## config.mk

```make
export PLATFORM = sky130hd
export DESIGN_NAME = duart_host_port_irq_inport
export DESIGN_NICKNAME = d
export VERILOG_FILES = /design/src/shared/duart_port_pkg.sv /design/src/logic/pin_sync.sv /design/src/logic/change_filter.sv /design/src/logic/duart_host_port_irq_inport.sv
export VERILOG_INCLUDE_DIRS = /design/src /design/src/shared
export SDC_FILE = /design/constraint.sdc
export NUM_CORES = 1
export LEC_CHECK = 0
export ABC_AREA = 1
export BUFFER_PORTS_ARGS = -buffer_cell sky130_fd_sc_hd__buf_2
export CORE_MARGIN = 3
export CORE_UTILIZATION = 35
export CTS_CLUSTER_SIZE = 12
export DETAILED_ROUTE_END_ITERATION = 8
export HOLD_SLACK_MARGIN = 0.12
export MAX_ROUTING_LAYER = met4
export SYNTH_ARGS = -nofsm -noshare
export SYNTH_HDL_FRONTEND = slang
export SYNTH_SLANG_ARGS = --single-unit
```

## constraint.sdc

```tcl
create_clock -name clk -period 1.8 [get_ports clk]
set_clock_uncertainty 0.1 [all_clocks]
set_input_delay 0.18 -clock clk [delete_from_list [all_inputs] [get_ports clk]]
set_output_delay 0.18 -clock clk [all_outputs]
set_load 0.02 [all_outputs]
```

## src/shared/duart_port_consts.svh

```systemverilog
// Named constants for the host port, interrupt and input port block.
// Assumes inclusion by bare name from the package and the design files.
`ifndef DUART_PORT_CONSTS_SVH
`define DUART_PORT_CONSTS_SVH

// Clock and change-detector filter timing
`define CLK_PERIOD_NS     5
`define CHG_FILTER_NS     25000
`define CHG_CNT_W         16

// Register select codes, read side
`define RD_STATUS_A       4'h1
`define RD_INPUT_CHANGE   4'h4
`define RD_IRQ_STATUS     4'h5
`define RD_STATUS_B       4'h9
`define RD_INPUT_PORT     4'hD
`define RD_CTR_START      4'hE
`define RD_CTR_STOP       4'hF

// Register select codes, write side
`define WR_CMD_A          4'h2
`define WR_AUX_CTRL       4'h4
`define WR_IRQ_MASK       4'h5
`define WR_CLK_SEL_B      4'h9
`define WR_CMD_B          4'hA
`define WR_OUT_CONFIG     4'hD
`define WR_OUT_SET        4'hE
`define WR_OUT_CLEAR      4'hF

// Reset values
`define RST_BYTE          8'h00
`define RST_NIBBLE        4'h0
`define RST_OUT_PINS      8'hFF

// Interrupt status bit positions
`define ISR_TX_A          0
`define ISR_RX_A          1
`define ISR_BRK_A         2
`define ISR_CTR           3
`define ISR_TX_B          4
`define ISR_RX_B          5
`define ISR_BRK_B         6
`define ISR_IN_CHG        7

// Command register fields
`define CMD_TX_ON         2
`define CMD_TX_OFF        3

// Auxiliary control fields
`define ACR_CTR_EXT_CLK   4

// Output configuration fields
`define OUTPUT_PORT_CONFIG_REG_OP3_CTR      2
`define OUTPUT_PORT_CONFIG_REG_OP4_RX_A     4
`define OUTPUT_PORT_CONFIG_REG_OP5_RX_B     5
`define OUTPUT_PORT_CONFIG_REG_OP6_TX_A     6
`define OUTPUT_PORT_CONFIG_REG_OP7_TX_B     7

// Clock select value for external receive clock on channel B
`define CSRB_RX_EXT       4'hE

// Pin bundle layout after synchronisation
`define SYNC_W            23
`endif

```

## src/shared/duart_port_pkg.sv

```systemverilog
// Types shared by the host port block, its bus model and its bench.
// Assumes the constants header sits beside it on the include path.
`default_nettype none
`include "duart_port_consts.svh"

package duart_port_pkg;
  // Host bus access phase
  typedef enum logic [1:0] {
    BUS_IDLE  = 2'b00,
    BUS_READ  = 2'b01,
    BUS_WRITE = 2'b10
  } bus_state_type;

  typedef logic [3:0] reg_sel_type;
  typedef logic [7:0] byte_type;
endpackage

`default_nettype wire

```

## src/logic/pin_sync.sv

```systemverilog
// Two-flop synchroniser for a bundle of pin inputs.
// Assumes every bit is a slow level; bits are not kept coherent together.
`timescale 1ns/1ps
`default_nettype none

module pin_sync #(
  parameter int WIDTH = 1
) (
  input  wire logic             clk,
  input  wire logic             sys_rst,
  input  wire logic [WIDTH-1:0] pin_in,
  output logic      [WIDTH-1:0] level_out
);
  logic [WIDTH-1:0] meta_q;

  // First stage feeds only the second stage
  always_ff @(posedge clk) begin
    if (sys_rst) begin
      meta_q    <= '0;
      level_out <= '0;
    end else begin
      meta_q    <= pin_in;
      level_out <= meta_q;
    end
  end
endmodule

`default_nettype wire

```

## src/logic/change_filter.sv

```systemverilog
// Change-of-state detector with a stability filter for one input.
// Assumes a synchronised input; reports a pulse once a new level held.
`timescale 1ns/1ps
`default_nettype none
`include "duart_port_consts.svh"

module change_filter #(
  parameter int FILTER_CYCLES = 5000
) (
  input  wire logic clk,
  input  wire logic sys_rst,
  input  wire logic level_in,
  output logic      stable_q,
  output logic      change_pulse
);
  logic                  primed_q;
  logic [`CHG_CNT_W-1:0] count_q;

  // Settle on the pin level after reset without flagging a change
  always_ff @(posedge clk) begin
    if (sys_rst) begin
      primed_q <= 1'b0;
      stable_q <= 1'b0;
    end else if (!primed_q) begin
      primed_q <= 1'b1;
      stable_q <= level_in;
    end else if (change_pulse) begin
      stable_q <= level_in;
    end
  end

  // Glitches shorter than the filter restart the count
  always_ff @(posedge clk) begin
    if (sys_rst || !primed_q || change_pulse || level_in == stable_q) begin
      count_q <= '0;
    end else begin
      count_q <= count_q + 1'b1;
    end
  end

  assign change_pulse = primed_q && (level_in != stable_q)
                        && (count_q == `CHG_CNT_W'(FILTER_CYCLES - 1));
endmodule

`default_nettype wire

```

## src/logic/duart_host_port_irq_inport.sv

```systemverilog
// Host port, interrupt logic and input port of a dual serial device.
// Assumes serial channels and counter live elsewhere and feed status in.
// Summary of operation
// - One active-low interrupt output, set by any of eight enabled events.
// - Interrupt mask register selects which events may assert the output.
// - Reading interrupt status returns every currently active condition.
// - Outputs three to seven may act as separate interrupt outputs.
// - Input port read returns live levels of seven inputs, high reads one.
// - Top data bit reads as one on input port reads.
// - Four change detectors watch inputs zero to three.
// - Change flagged only after the new level holds past the filter time.
// - Reading the input change register clears its change bits.
// - Any detected input change can be enabled to raise an interrupt.
// - Reset clears channel status, mask, status, output and config registers.
// - Reset drives all eight parallel outputs high and stops the counter.
// - Reset idles both channels with transmit outputs at mark level.
// - Transfers happen only while the active-low chip select is low.
// - Data lines float whenever chip select is high.
// - Write with chip select loads the bus into the selected register.
// - Write data is captured at the write strobe rising edge.
// - Read with chip select drives the selected register onto the bus.
// - Read cycle and its side effects begin at read strobe falling edge.
// - Input six serves as general input or channel B receive clock.
// - External channel B receive clock samples data on its rising edge.
// - Input two serves as general input or counter external clock.
`timescale 1ns/1ps
`default_nettype none
`include "duart_port_consts.svh"

module duart_host_port_irq_inport
  import duart_port_pkg::*;
#(
  parameter int FILTER_CYCLES = (`CHG_FILTER_NS + `CLK_PERIOD_NS - 1) / `CLK_PERIOD_NS
) (
  input  wire logic                      clk,
  input  wire logic                      sys_rst,
  input  wire logic                      chip_select_n,
  input  wire logic                      read_strobe_n,
  input  wire logic                      write_strobe_n,
  input  wire duart_port_pkg::reg_sel_type register_select,
  input  wire duart_port_pkg::byte_type  data_in,
  output duart_port_pkg::byte_type       data_out,
  output logic                           data_oe_n,
  output logic                           irq_n,
  input  wire logic [6:0]                parallel_input_pins,
  output logic [7:0]                     parallel_output_pins,
  input  wire logic                      tx_ready_chan_a,
  input  wire logic                      rx_ready_chan_a,
  input  wire logic                      break_chg_chan_a,
  input  wire logic                      tx_ready_chan_b,
  input  wire logic                      rx_ready_chan_b,
  input  wire logic                      break_chg_chan_b,
  input  wire logic                      counter_ready,
  input  wire duart_port_pkg::byte_type  chan_status_a,
  input  wire duart_port_pkg::byte_type  chan_status_b,
  input  wire logic                      tx_bit_chan_a,
  input  wire logic                      tx_bit_chan_b,
  input  wire logic                      serial_in_chan_b,
  output logic                           serial_out_chan_a,
  output logic                           serial_out_chan_b,
  output logic [1:0]                     chan_active,
  output logic                           counter_running,
  output logic                           counter_ext_tick,
  output logic                           rx_sample_chan_b,
  output logic                           rx_bit_chan_b
);
  import duart_port_pkg::*;

  logic [`SYNC_W-1:0] sync_level;
  logic               cs_n_s;
  logic               rd_n_s;
  logic               wr_n_s;
  logic               rd_n_prev_q;
  logic               wr_n_prev_q;
  reg_sel_type        sel_s;
  byte_type           wdata_s;
  logic [6:0]         inputs_s;
  logic               rx_data_s;
  logic               aux_input_two;
  logic               aux_input_six;
  logic               aux_two_prev_q;
  logic               aux_six_prev_q;
  logic               read_fall;
  logic               write_rise;
  bus_state_type      bus_state_q;
  bus_state_type      bus_state_d;
  reg_sel_type        wsel_q;
  byte_type           wdata_q;
  logic               do_write;
  byte_type           interrupt_mask_reg_q;
  byte_type           interrupt_status_reg_q;
  byte_type           status_reg_chan_a_q;
  byte_type           status_reg_chan_b_q;
  byte_type           output_port_reg_q;
  byte_type           output_port_config_reg_q;
  byte_type           aux_ctrl_q;
  logic [3:0]         clk_sel_b_q;
  logic [3:0]         input_change_q;
  logic [3:0]         stable_level;
  logic [3:0]         change_pulse;
  logic               rx_ext_b;
  byte_type           isr_live;
  byte_type           read_mux;
  byte_type           input_port_val;
  byte_type           data_out_q;
  logic [7:0]         op_drive;

  pin_sync #(
    .WIDTH (`SYNC_W)
  ) u_sync (
    .clk       (clk),
    .sys_rst   (sys_rst),
    .pin_in    ({serial_in_chan_b, parallel_input_pins, data_in, register_select,
                 ~write_strobe_n, ~read_strobe_n, ~chip_select_n}),
    .level_out (sync_level)
  );

  // Strobes travel inverted, so a flushed synchroniser reads as idle
  assign cs_n_s    = !sync_level[0];
  assign rd_n_s    = !sync_level[1];
  assign wr_n_s    = !sync_level[2];
  assign sel_s     = sync_level[6:3];
  assign wdata_s   = sync_level[14:7];
  assign inputs_s  = sync_level[21:15];
  assign rx_data_s = sync_level[22];
  assign aux_input_two = inputs_s[2];
  assign aux_input_six = inputs_s[6];

  // Strobe history for edge detection, reset to idle-high
  always_ff @(posedge clk) begin
    if (sys_rst) begin
      rd_n_prev_q <= 1'b1;
      wr_n_prev_q <= 1'b1;
    end else begin
      rd_n_prev_q <= rd_n_s;
      wr_n_prev_q <= wr_n_s;
    end
  end

  assign read_fall  = rd_n_prev_q && !rd_n_s && !cs_n_s;
  assign write_rise = !wr_n_prev_q && wr_n_s;

  // Bus phase tracking; a strobe with chip select high is ignored
  always_comb begin
    bus_state_d = bus_state_q;
    case (bus_state_q)
      BUS_IDLE: begin
        if (!cs_n_s && !rd_n_s) begin
          bus_state_d = BUS_READ;
        end else if (!cs_n_s && !wr_n_s) begin
          bus_state_d = BUS_WRITE;
        end
      end
      BUS_READ: begin
        if (rd_n_s || cs_n_s) begin
          bus_state_d = BUS_IDLE;
        end
      end
      BUS_WRITE: begin
        if (wr_n_s) begin
          bus_state_d = BUS_IDLE;
        end
      end
      default: begin
        bus_state_d = BUS_IDLE;
      end
    endcase
  end

  always_ff @(posedge clk) begin
    if (sys_rst) begin
      bus_state_q <= BUS_IDLE;
    end else begin
      bus_state_q <= bus_state_d;
    end
  end

  // track select and data while chip select and the write strobe are low
  always_ff @(posedge clk) begin
    if (sys_rst) begin
      wsel_q  <= `RST_NIBBLE;
      wdata_q <= `RST_BYTE;
    end else if (!cs_n_s && !wr_n_s) begin
      wsel_q  <= sel_s;
      wdata_q <= wdata_s;
    end
  end

  // Commit only writes that were opened under chip select
  assign do_write = write_rise && (bus_state_q == BUS_WRITE);

  always_ff @(posedge clk) begin
    if (sys_rst) begin
      interrupt_mask_reg_q <= `RST_BYTE;
    end else if (do_write && wsel_q == `WR_IRQ_MASK) begin
      interrupt_mask_reg_q <= wdata_q;
    end
  end

  // Auxiliary control and channel B clock select
  always_ff @(posedge clk) begin
    if (sys_rst) begin
      aux_ctrl_q  <= `RST_BYTE;
      clk_sel_b_q <= `RST_NIBBLE;
    end else if (do_write && wsel_q == `WR_AUX_CTRL) begin
      aux_ctrl_q <= wdata_q;
    end else if (do_write && wsel_q == `WR_CLK_SEL_B) begin
      clk_sel_b_q <= wdata_q[7:4];
    end
  end

  // Output port register: set and clear commands by address
  always_ff @(posedge clk) begin
    if (sys_rst) begin
      output_port_reg_q        <= `RST_BYTE;
      output_port_config_reg_q <= `RST_BYTE;
    end else if (do_write && wsel_q == `WR_OUT_SET) begin
      output_port_reg_q <= output_port_reg_q | wdata_q;
    end else if (do_write && wsel_q == `WR_OUT_CLEAR) begin
      output_port_reg_q <= output_port_reg_q & ~wdata_q;
    end else if (do_write && wsel_q == `WR_OUT_CONFIG) begin
      output_port_config_reg_q <= wdata_q;
    end
  end

  // Channel enables from the command registers
  always_ff @(posedge clk) begin
    if (sys_rst) begin
      chan_active <= 2'b00;
    end else if (do_write && wsel_q == `WR_CMD_A) begin
      if (wdata_q[`CMD_TX_OFF]) begin
        chan_active[0] <= 1'b0;
      end else if (wdata_q[`CMD_TX_ON]) begin
        chan_active[0] <= 1'b1;
      end
    end else if (do_write && wsel_q == `WR_CMD_B) begin
      if (wdata_q[`CMD_TX_OFF]) begin
        chan_active[1] <= 1'b0;
      end else if (wdata_q[`CMD_TX_ON]) begin
        chan_active[1] <= 1'b1;
      end
    end
  end

  assign serial_out_chan_a = chan_active[0] ? tx_bit_chan_a : 1'b1;
  assign serial_out_chan_b = chan_active[1] ? tx_bit_chan_b : 1'b1;

  // Counter run state from address-triggered read commands
  always_ff @(posedge clk) begin
    if (sys_rst) begin
      counter_running <= 1'b0;
    end else if (read_fall && sel_s == `RD_CTR_START) begin
      counter_running <= 1'b1;
    end else if (read_fall && sel_s == `RD_CTR_STOP) begin
      counter_running <= 1'b0;
    end
  end

  // Previous levels of the auxiliary clock inputs
  always_ff @(posedge clk) begin
    if (sys_rst) begin
      aux_two_prev_q <= 1'b0;
      aux_six_prev_q <= 1'b0;
    end else begin
      aux_two_prev_q <= aux_input_two;
      aux_six_prev_q <= aux_input_six;
    end
  end

  assign counter_ext_tick = aux_ctrl_q[`ACR_CTR_EXT_CLK] && aux_input_two && !aux_two_prev_q;

  assign rx_ext_b = (clk_sel_b_q == `CSRB_RX_EXT);
  assign rx_sample_chan_b = rx_ext_b && aux_input_six && !aux_six_prev_q;

  // Received bit held from the last sample point
  always_ff @(posedge clk) begin
    if (sys_rst) begin
      rx_bit_chan_b <= 1'b1;
    end else if (rx_sample_chan_b) begin
      rx_bit_chan_b <= rx_data_s;
    end
  end

  generate
    for (genvar i = 0; i < 4; i++) begin : g_chg
      change_filter #(
        .FILTER_CYCLES (FILTER_CYCLES)
      ) u_filter (
        .clk          (clk),
        .sys_rst      (sys_rst),
        .level_in     (inputs_s[i]),
        .stable_q     (stable_level[i]),
        .change_pulse (change_pulse[i])
      );

      // read clears, but a new change wins
      always_ff @(posedge clk) begin
        if (sys_rst) begin
          input_change_q[i] <= 1'b0;
        end else if (change_pulse[i]) begin
          input_change_q[i] <= 1'b1;
        end else if (read_fall && sel_s == `RD_INPUT_CHANGE) begin
          input_change_q[i] <= 1'b0;
        end
      end
    end
  endgenerate

  // Live interrupt sources gathered into status layout
  always_comb begin
    isr_live              = `RST_BYTE;
    isr_live[`ISR_TX_A]   = tx_ready_chan_a;
    isr_live[`ISR_RX_A]   = rx_ready_chan_a;
    isr_live[`ISR_BRK_A]  = break_chg_chan_a;
    isr_live[`ISR_CTR]    = counter_ready;
    isr_live[`ISR_TX_B]   = tx_ready_chan_b;
    isr_live[`ISR_RX_B]   = rx_ready_chan_b;
    isr_live[`ISR_BRK_B]  = break_chg_chan_b;
    isr_live[`ISR_IN_CHG] = |(input_change_q & aux_ctrl_q[3:0]);
  end

  // status follows active conditions; channel status copied while the channel is active, else zero
  always_ff @(posedge clk) begin
    if (sys_rst) begin
      interrupt_status_reg_q <= `RST_BYTE;
      status_reg_chan_a_q    <= `RST_BYTE;
      status_reg_chan_b_q    <= `RST_BYTE;
    end else begin
      interrupt_status_reg_q <= isr_live;
      status_reg_chan_a_q    <= chan_active[0] ? chan_status_a : `RST_BYTE;
      status_reg_chan_b_q    <= chan_active[1] ? chan_status_b : `RST_BYTE;
    end
  end

  always_ff @(posedge clk) begin
    if (sys_rst) begin
      irq_n <= 1'b1;
    end else begin
      irq_n <= ~|(interrupt_status_reg_q & interrupt_mask_reg_q);
    end
  end

  // live input levels; top bit one
  assign input_port_val = {1'b1, inputs_s};

  // Read data selection; unused codes read as zero
  always_comb begin
    case (sel_s)
      `RD_STATUS_A:     read_mux = status_reg_chan_a_q;
      `RD_STATUS_B:     read_mux = status_reg_chan_b_q;
      `RD_INPUT_CHANGE: read_mux = {input_change_q, stable_level};
      `RD_IRQ_STATUS:   read_mux = interrupt_status_reg_q;
      `RD_INPUT_PORT:   read_mux = input_port_val;
      default:          read_mux = `RST_BYTE;
    endcase
  end

  // latch at read start, input port keeps tracking its pins
  always_ff @(posedge clk) begin
    if (sys_rst) begin
      data_out_q <= `RST_BYTE;
    end else if (read_fall) begin
      data_out_q <= read_mux;
    end else if (bus_state_q == BUS_READ && sel_s == `RD_INPUT_PORT) begin
      data_out_q <= input_port_val;
    end
  end

  assign data_out = data_out_q;
  assign data_oe_n = !(bus_state_q == BUS_READ && !cs_n_s && !rd_n_s);

  // outputs three to seven as interrupt outputs, active low
  always_comb begin
    op_drive    = ~output_port_reg_q;
    op_drive[3] = output_port_config_reg_q[`OUTPUT_PORT_CONFIG_REG_OP3_CTR]
                  ? ~interrupt_status_reg_q[`ISR_CTR] : op_drive[3];
    op_drive[4] = output_port_config_reg_q[`OUTPUT_PORT_CONFIG_REG_OP4_RX_A]
                  ? ~interrupt_status_reg_q[`ISR_RX_A] : op_drive[4];
    op_drive[5] = output_port_config_reg_q[`OUTPUT_PORT_CONFIG_REG_OP5_RX_B]
                  ? ~interrupt_status_reg_q[`ISR_RX_B] : op_drive[5];
    op_drive[6] = output_port_config_reg_q[`OUTPUT_PORT_CONFIG_REG_OP6_TX_A]
                  ? ~interrupt_status_reg_q[`ISR_TX_A] : op_drive[6];
    op_drive[7] = output_port_config_reg_q[`OUTPUT_PORT_CONFIG_REG_OP7_TX_B]
                  ? ~interrupt_status_reg_q[`ISR_TX_B] : op_drive[7];
  end

  always_ff @(posedge clk) begin
    if (sys_rst) begin
      parallel_output_pins <= `RST_OUT_PINS;
    end else begin
      parallel_output_pins <= op_drive;
    end
  end
endmodule

`default_nettype wire

```

==> results of run 1 <==
layer usage:
layer | part of all wire (%) | vias up
met5 | 0 | -
met4 | 1.4 | 0
met3 | 4.2 | 22
met2 | 46 | 165
met1 | 49 | 3277
li1 | - | 3897
metrics by stage:
step	total power, mW	setup slack (ns)
6_report	9.79	0.0943
5_1_grt	10.2	0.00315
4_1_cts	9.92	0.0273
3_5_place_dp	5.24	0.160
3_3_place_gp	5.23	0.210
2_1_floorplan	5.11	0.315
area by class of cell:
type	count	share of cell area (%)
Clock buffer	36	6.76
Clock inverter	6	0.354
Inverter	169	5.98
Multi-Input combinational cell	737	34.1
Sequential cell	212	40.0
Tap cell	319	3.76
Timing Repair Buffer	133	8.99
cell usage in the layout (no fill, tap or decap), types with 2 or more instances in the layout:
master and n:
inv_2 14, nand2_2 2, clkbuf_1 6, or2_0 5, ha_1 3, nor3_2 7, xor2_1 26, buf_2 75
nand3_2 6, clkinv_4 2, buf_4 9, nand2_4 3, a21oi_1 75, dfxtp_1 211, buf_12 2, clkbuf_16 25
nor4_1 2, inv_1 155, xnor2_1 9, nor2_2 7, nand2_1 156, o21ai_0 44, dlygate4sd3_1 47, o21bai_1 5
nand4_1 23, or2_2 3, a22o_1 2, o21ai_1 22, clkbuf_8 5, nand3_1 91, clkinv_2 4, nor2_1 204
nor2_4 5, nor3_1 28
final timing paths:
check	from	end	depth (start not counted)
worst max-delay path	u_sync.level_out[21]	rx_sample_chan_b	5
worst max register to register	g_chg[3].u_filter.count_q[0]	g_chg[3].u_filter.count_q[4]	6
worst min-delay path	write_strobe_n	u_sync.meta_q[2]	3
worst min register to register	u_sync.level_out[1]	rd_n_prev_q	1
cell families (layout without fill, tap and decap cells):
family                   after synthesis  count (layout)  synth area share, %
AO/OA/AOI/OAI                        152             152                 9.19
XOR/XNOR                              35              35                 3.56
adder cells (fa/ha/maj)                4               4                0.582
buffers and inverters                194             344                 8.77
flip-flops                           212             212                 49.3
AND/OR/NAND/NOR                      546             546                 28.6
cells in the mapped netlist, types with 2 or more instances:
library cell and number:
a21oi_1 75, a22o_1 2, buf_2 8, buf_4 2
clkbuf_1 13, dfxtp_1 212, ha_1 4, inv_1 155
inv_2 14, nand2_1 156, nand2_2 2, nand2_4 3
nand3_1 91, nand3_2 6, nand4_1 23, nor2_1 206
nor2_2 5, nor2_4 5, nor3_1 29, nor3_2 6
nor4_1 2, o21ai_0 44, o21ai_1 22, o21bai_1 5
or2_0 5, or2_2 3, xnor2_1 9, xor2_1 26
worst min-delay path, delay by kind of cell:
| kind | cells | cell delay, ns |
|---|---|---|
| buffers and inverters | 2 | 0.63 |
| and+or+nand+nor | 1 | 0.03 |
registers in the layout (all words and copies together), names as in the netlist, 4 cells and up, named ones only:
name	cells
data_out	8
aux_ctrl_q	5
parallel_output_pins	8
input_change_q	4
u_sync.meta_q	23
interrupt_mask_reg_q	8
status_reg_chan_a_q	8
output_port_config_reg_q	5
u_sync.level_out	23
g_chg.u_filter.stable_q	4
clk_sel_b_q	4
g_chg.u_filter.count_q	64
status_reg_chan_b_q	8
wdata_q	8
wsel_q	4
interrupt_status_reg_q	8
report_power, final:
part	total, mW	switching [mW]	internal [mW]	leakage (nW)
clock network	4.58	1.84	2.74	0.375
logic	0.388	0.205	0.183	2.02
registers	4.83	0.0563	4.77	1.72
repair_timing:
action,in CTS,in global routing
hold buffers,47,0
setup endpoints to repair,2,4
endpoints found under the hold margin,55,0
resized for setup,2,4
==> impl_metrics.tcl, run 1 <==
set metrics [dict create \
    gp_congestion 0.875 \
    max_freq_mhz 586 \
    holdWs_ns 0.270 \
    die_width_um 163 \
    setup_viol 0 \
    power_density_mw_per_mm2 923 \
    synth-async-reset-ratio_pct 0 \
    use_met2_pct 25.1 \
    yosys_warnings 0 \
    cts.htree.levels 1 \
    fp.dieH_um 163 \
    crit_top_cell "inv_1" \
    report.final.slew_viol_count 0 \
    multi_input_area_sq_mm 0.00362 \
    core_area_sq_mm 0.0238 \
    syn_area_per_cell_sq_um 7.53 \
    grt-busiest-layer "met2" \
    nFillCells 2406 \
    hold_viol_final 0 \
    drtIter0Drc 410 \
    synthCells 1143 \
    area.growth.synth_to_final_pct 23.3 \
    ir_drop_uv 786 \
    root_buffer "clkbuf_16" \
    syn_area_sq_mm 0.00861 \
    drive_above_1_share_pct 13.4 \
    use_met3_pct 2.16 \
    cts_buffer_depth 3 \
    cp-end-kind "output pin" \
    critPathKind "register to output pin" \
    ys_types 38 \
    worstPathRequired_ns 1.52 \
    num_vias 7361 \
    finalNonFillerCells 1612 \
    ys_seq_elements 212 \
    synth-edff-count 0 \
    place_inst 1523 \
    cts_tree "yes" \
    fin_util_pct 44.5 \
    via_per_inst 4.57 \
    placed_area_sq_mm 0.00937 \
    period_needed_ns 1.71 \
    max_stage_delay_ns 0.38 \
    drv_cap 0 \
    dr.pass1.iters 5 \
    antennaDiodeCount 0 \
    critPathSlowestCell "dfxtp_4" \
    io_buffers 75 \
    final_area_sq_mm 0.0106 \
    arrival_ns 1.43 \
    worst_slew_pin_slew_ns 0.507 \
    min_path_type "primary input to register" \
    tns_ns 0 \
    dp_hpwl_mm 14.4 \
    antenna_found_initial 0 \
    grt_pass1_vias 6916 \
    cts_setup_buffers 0 \
    use_met1_pct 21.6 \
    r2r_slack_ns 0.20 \
    grt.overflow.total 0 \
    status "completed" \
    register_area_sq_mm 0.00425 \
    synth_area_leader_cell "dfxtp_1" \
    max-slew-margin-rel_pct 66.1 \
    crit_path_cell_trace "inv_1 -> nor3_1 -> nand2_1 -> inv_1 -> buf_2" \
    initial_utilization_pct 36.1 \
    fin_nets 1331 \
    fp-row-count 56 \
    grt_pass1_wl_mm 34.2 \
    fp.dieArea_sq_mm 0.0265 \
    syn_nets 1197 \
    drc 0 \
    ios 76 \
    grt_max_degree 79 \
    post-route-period-util_pct 94.8 \
    clkLatencyLatePin_ns 0.51 \
    critical-path-top-delay-family "flip-flops" \
    ys_seq_area_share_pct 49.3 \
    wire_per_inst_um 12.5 \
    clkSinkCount 212 \
    crit_buf_inv 3 \
    leakage_nw 4.12 \
    synth_area_leaders "dfxtp_1 49%, nor2_1 9.0%, nand2_1 6.8%, inv_1 6.8%, nand3_1 5.3%" \
    path_clk_slew_ns 0.06 \
    path_max_fanout 3 \
    rsz0062_at_grt "no" \
    wl_mm 20.2 \
    grt_usage_pct 15.8 \
    critPathLaunchType "register" \
    postRouteAntennaNets 0 \
    synth_flop_cell "dfxtp_1" \
    cts_buffers 24 \
    synth_top_area_share_pct 49.3 \
]
(Power assumes the default switching activity.)
==> run 2: changes to the inputs <==
CORE_MARGIN = 2   (was 3)
PLACE_DENSITY = 0.54   (was not set)
==> run 2 against run 1 <==
Compared with the run above:
- clock-buffer cell count shrank 2
- hold slack got worse by 0.013 ns
- non-clock buffer count up 3
- global-route usage grew 0.76 points
- highest routed layer unchanged
==> impl_metrics.tcl, run 2 (synthesized netlist as in run 1, its figures left out) <==
set metrics [dict create \
    status "completed" \
    dpl_worst_slack_ns 0.156 \
    clkLatencyLatePin_ns 0.51 \
    place_inst 1531 \
    max-slew-margin-rel_pct 59.5 \
    power_density_mw_per_mm2 940 \
    ios 76 \
    critPathKind "register to output pin" \
    reg_top3 "g_chg.u_filter.count_q (64), u_sync.level_out (23), u_sync.meta_q (23)" \
    grt_pass1_wl_mm 34.5 \
    holdWs_ns 0.257 \
    setup_viol 0 \
    cts_buffers 24 \
    grt_max_degree 82 \
    r2r_cells 5 \
    finalNonFillerCells 1619 \
    grt_usage_pct 16.5 \
    area.growth.synth_to_final_pct 24.2 \
    io_buffers 75 \
    seq_power_share_pct 48.0 \
    final_common_cell "dfxtp_1" \
    setup_slack_ns 0.0977 \
    cts.htree.levels 1 \
    worstPathRequired_ns 1.52 \
    drv_cap 0 \
    drive_above_1_share_pct 13.6 \
    path_max_fanout 3 \
    multi_input_area_sq_mm 0.00362 \
    via_per_inst 4.54 \
    initial_utilization_pct 35.5 \
    core_area_sq_mm 0.0242 \
    max_freq_mhz 587 \
    wire_per_inst_um 12.8 \
    largest_reg_flops 64 \
    dp_hpwl_mm 14.5 \
    postRouteAntennaNets 0 \
    clkSinkCount 212 \
    hold_start "read_strobe_n" \
    cts_tree "yes" \
    holdPathStages 3 \
    fp.dieArea_sq_mm 0.0259 \
    fp.dieH_um 161 \
    drc 0 \
    path_clk_slew_ns 0.06 \
    period_needed_ns 1.70 \
    grt.overflow.total 0 \
    antenna_found_initial 0 \
    grt_pass1_vias 6995 \
    regMostFlops "g_chg.u_filter.count_q" \
    post-route-period-util_pct 94.6 \
    die_width_um 161 \
    arrival_ns 1.42 \
    leakage_nw 4.15 \
    intPower_mw 7.93 \
    r2r_start "u_sync.level_out[5]" \
    min_path_type "primary input to register" \
    cp-end-kind "output pin" \
    crit_start "u_sync.level_out[21]" \
    num_vias 7344 \
    fp-row-count 57 \
    root_buffer "clkbuf_16" \
    gp_congestion 0.946 \
    wl_mm 20.7 \
    worst_slew_pin_slew_ns 0.606 \
    report.final.slew_viol_count 0 \
    dr.pass1.iters 4 \
    power_frac_comb_pct 3.9 \
    antennaDiodeCount 0 \
    ir_drop_uv 632 \
    most-common-layout-cells "211 x dfxtp_1, 205 x nor2_1, 156 x nand2_1, 155 x inv_1, 91 x nand3_1" \
    cts_setup_buffers 0 \
    hold_viol_final 0 \
    drtIter0Drc 316 \
    register_area_sq_mm 0.00425 \
    fin_util_pct 44.1 \
    clkPwrFrac_pct 48.1 \
    critPathLaunchType "register" \
    nFillCells 2506 \
    sw_frac_of_total_pct 21.1 \
    fin_nets 1334 \
    switching_power_mw 2.12 \
    cts_buffer_depth 3 \
]
[run 2: repair_timing]
action,CTS,global route
resized for setup,3,4
pin swaps,0,0
hold buffers,47,0
endpoints found under the hold margin,52,0
setup endpoints to repair,2,3
[run 2: path summary, 6_finish.rpt]
kind              slack, ns                       to
setup / recovery        0.1         rx_sample_chan_b
hold / removal         0.26         u_sync.meta_q[1]
setup reg to reg       0.17        input_change_q[0]
hold reg to reg        0.29  parallel_output_pins[0]
[run 2: power by group through the flow]
stage | Combinational, mW | Clock, mW | Sequential, mW
2_1_floorplan | 0.199 | 0 | 4.91
3_3_place_gp | 0.318 | 0 | 4.93
3_5_place_dp | 0.319 | 0 | 4.93
4_1_cts | 0.397 | 4.99 | 4.82
5_1_grt | 0.449 | 5.17 | 4.83
6_report | 0.396 | 4.83 | 4.82
[run 2: metrics by stage]
| stage | power [mW] | TNS, ns | cell area, sq um |
|---|---|---|---|
| 5_1_grt | 10.4 | -0.00459 | 10700 |
| 2_1_floorplan | 5.11 | 0 | 8610 |
| 4_1_cts | 10.2 | 0 | 10700 |
| 3_5_place_dp | 5.25 | 0 | 9410 |
| 6_report | 10.1 | 0 | 10700 |
| 3_3_place_gp | 5.24 | 0 | 9410 |
[run 2: area by class of cell]
type / instances / area share (%)
clock inverter: 7 / 0.843
tap: 324 / 3.79
multi-input combinational: 737 / 33.9
clock buffer: 34 / 6.54
sequential: 212 / 39.7
timing repair buffer: 136 / 9.27
inverter: 169 / 5.93
[run 2: critical path, cell delays in order, from the launching register on]
cell and delay [ns]:
dfxtp_4 0.36, inv_1 0.08, nor3_2 0.15, nand2_1 0.09
inv_1 0.08, buf_4 0.14
[run 2: routing by layer]
layer  up-vias  track usage, %  routed length (um)
li1       3899               -                   -
met1      3266            22.3               10300
met2       144            25.8                9120
met3        35            2.25                 770
met4         0            5.15                 550
met5         -               -                   0
==> run 3: changes to the inputs <==
CORE_MARGIN = 8   (was 2)
MAX_ROUTING_LAYER = not set   (was met4)
SYNTH_HIERARCHICAL = 1   (was not set)
==> run 3 against run 2 <==
Compared with the run above:
- non-clock buffer count grew 5
- first-iteration DRC count is 12% higher
- utilization fell by 0.44 points
- sequential share of layout area is 0.33 points lower
- synthesized cell count barely moved
- flip-flop and latch count up 3
==> impl_metrics.tcl, run 3 <==
set metrics [dict create \
    status "completed" \
    r2r_cells 6 \
    grt_pass1_vias 6772 \
    cts_buffer_depth 3 \
    grt.overflow.total 0 \
    tns_ns 0 \
    drive_above_1_share_pct 14.1 \
    ys_types 38 \
    ir_drop_uv 656 \
    leakage_nw 4.46 \
    dpl_worst_slack_ns 0.212 \
    use_met2_pct 20.9 \
    gp_congestion 0.830 \
    crit_buf_inv 2 \
    via_per_inst 4.45 \
    worst_slew_pin_slew_ns 0.633 \
    fp.dieArea_sq_mm 0.0307 \
    synth_most_common_cell "nor2_1" \
    syn_area_per_cell_sq_um 7.75 \
    synth_top_area_share_pct 48.5 \
    synth-edff-count 0 \
    fin_nets 1340 \
    critPathKind "register to output pin" \
    grt_pass1_wl_mm 34.2 \
    dr.pass1.iters 5 \
    cts.htree.levels 1 \
    post-route-period-util_pct 98.8 \
    cts_setup_buffers 0 \
    synth_area_leader_cell "dfxtp_1" \
    setup_slack_ns 0.0218 \
    use_met1_pct 18.5 \
    syn_nets 1198 \
    holdPathStages 1 \
    drc 0 \
    most-common-layout-cells "224 x nor2_1, 213 x dfxtp_1, 174 x inv_1, 142 x nand2_1, 85 x nand3_1" \
    clkSinkCount 215 \
    synth_flop_cell "dfxtp_1" \
    path_max_fanout 3 \
    num_vias 7265 \
    report.final.slew_viol_count 0 \
    crit_start "clk_sel_b_q[1]" \
    ys_seq_elements 215 \
    crit_path_cell_trace "inv_2 -> or2_4 -> nor4_4 -> buf_4" \
    worstPathRequired_ns 1.52 \
    synthCells 1144 \
    rsz0062_at_grt "yes" \
    max-slew-margin-rel_pct 57.6 \
    dp_hpwl_mm 14.9 \
    core_area_sq_mm 0.0250 \
    max_stage_delay_ns 0.32 \
    grt-busiest-layer "met2" \
    syn_area_sq_mm 0.00887 \
    grt_usage_pct 13.4 \
    fp.dieH_um 175 \
    hold_start "u_sync/level_out[1]" \
    largest_reg_flops 64 \
    hold_viol_final 0 \
    reg_top3 "g_chg.u_filter/count_q (64), u_sync/level_out (23), u_sync/meta_q (23)" \
    drtIter0Drc 354 \
    critPathLaunchType "register" \
    cts_tree "yes" \
    io_buffers 75 \
    clkLatencyLatePin_ns 0.51 \
    regMostFlops "g_chg.u_filter/count_q" \
    ios 76 \
    antenna_found_initial 0 \
    drv_cap 0 \
    ys_seq_area_share_pct 48.5 \
    r2r_start "u_sync/level_out[6]" \
    root_buffer "clkbuf_16" \
    synth-async-reset-ratio_pct 0 \
    critical-path-top-delay-family "simple AND/OR/NAND/NOR gates" \
    max_freq_mhz 562 \
    min_path_type "register to register" \
    use_met3_pct 2.61 \
    yosys_warnings 6 \
    power_density_mw_per_mm2 925 \
    cp-end-kind "output pin" \
    yosys-top-cells-count "224 x nor2_1, 215 x dfxtp_1, 175 x inv_1" \
    initial_utilization_pct 35.4 \
    path_clk_slew_ns 0.06 \
    wire_per_inst_um 12.8 \
    arrival_ns 1.50 \
    final_common_cell "nor2_1" \
    antennaDiodeCount 0 \
    wl_mm 20.8 \
    period_needed_ns 1.78 \
    grt_max_degree 48 \
    critPathSlowestCell "dfxtp_2" \
    synth_area_leaders "dfxtp_1 49%, nor2_1 9.5%, inv_1 7.4%, nand2_1 6.0%, nand3_1 4.8%" \
    die_width_um 175 \
    area.growth.synth_to_final_pct 23.2 \
    cts_buffers 24 \
    setup_viol 0 \
    cp.depth 4 \
    postRouteAntennaNets 0 \
    fp-row-count 58 \
]
run 3: final timing paths:
check / slack, ns / to
max: 0.02 / rx_sample_chan_b
min: 0.28 / rd_n_prev_q
max reg2reg: 0.20 / data_out[2]
min reg2reg: 0.28 / rd_n_prev_q
run 3: cell families (layout without fill, tap and decap cells):
kind of cell | Yosys count | after routing | share of synthesized area, %
AND/OR/NAND/NOR | 534 | 534 | 28.0
flip-flops | 215 | 215 | 48.5
buffers and inverters | 203 | 361 | 9.78
XOR/XNOR | 53 | 53 | 5.23
adder cells (fa/ha/maj) | 4 | 4 | 0.564
AO/OA/AOI/OAI | 135 | 135 | 7.91
run 3: final cells by class:
class	count	area [sq um]
multi-input cells	726	3710
repair buffers	141	1050
fillers	2514	14100
flip-flops and latches	215	4310
clock inverters	8	101
inverters	178	668
well taps	330	413
clock buffers	34	678
run 3: stage by stage:
| step | power (mW) | util, % | cell area [sq um] | cells | hold slack, ns |
|---|---|---|---|---|---|
| floorplan | 5.20 | - | 8870 | 1144 | 0.155 |
| global placement | 5.33 | 38.3 | 9590 | 1536 | 0.277 |
| detailed placement | 5.33 | 38.3 | 9590 | 1536 | 0.273 |
| CTS | 10.3 | 43.6 | 10900 | 1632 | 0.280 |
| global route | 10.5 | 43.6 | 10900 | 1632 | 0.305 |
| finish | 10.1 | 43.6 | 10900 | 1632 | 0.282 |
run 3: where the power goes:
part,switching [mW],internal (mW),leakage [nW]
logic,0.226,0.197,2.32
clock network,1.89,2.90,0.386
registers,0.0536,4.84,1.75
total,2.17,7.94,4.46
run 3: per-layer routing:
| layer | vias to the layer above | routed length, um |
|---|---|---|
| met5 | - | 0 |
| met4 | 0 | 341 |
| met3 | 24 | 1090 |
| met2 | 134 | 9120 |
| met1 | 3247 | 10300 |
| li1 | 3860 | - |
run 3: what timing repair did:
action                     CTS  global route
hold buffers                54             0
hold endpoints to repair    57             0
gates resized for setup      5             2
setup endpoints to repair    1             1
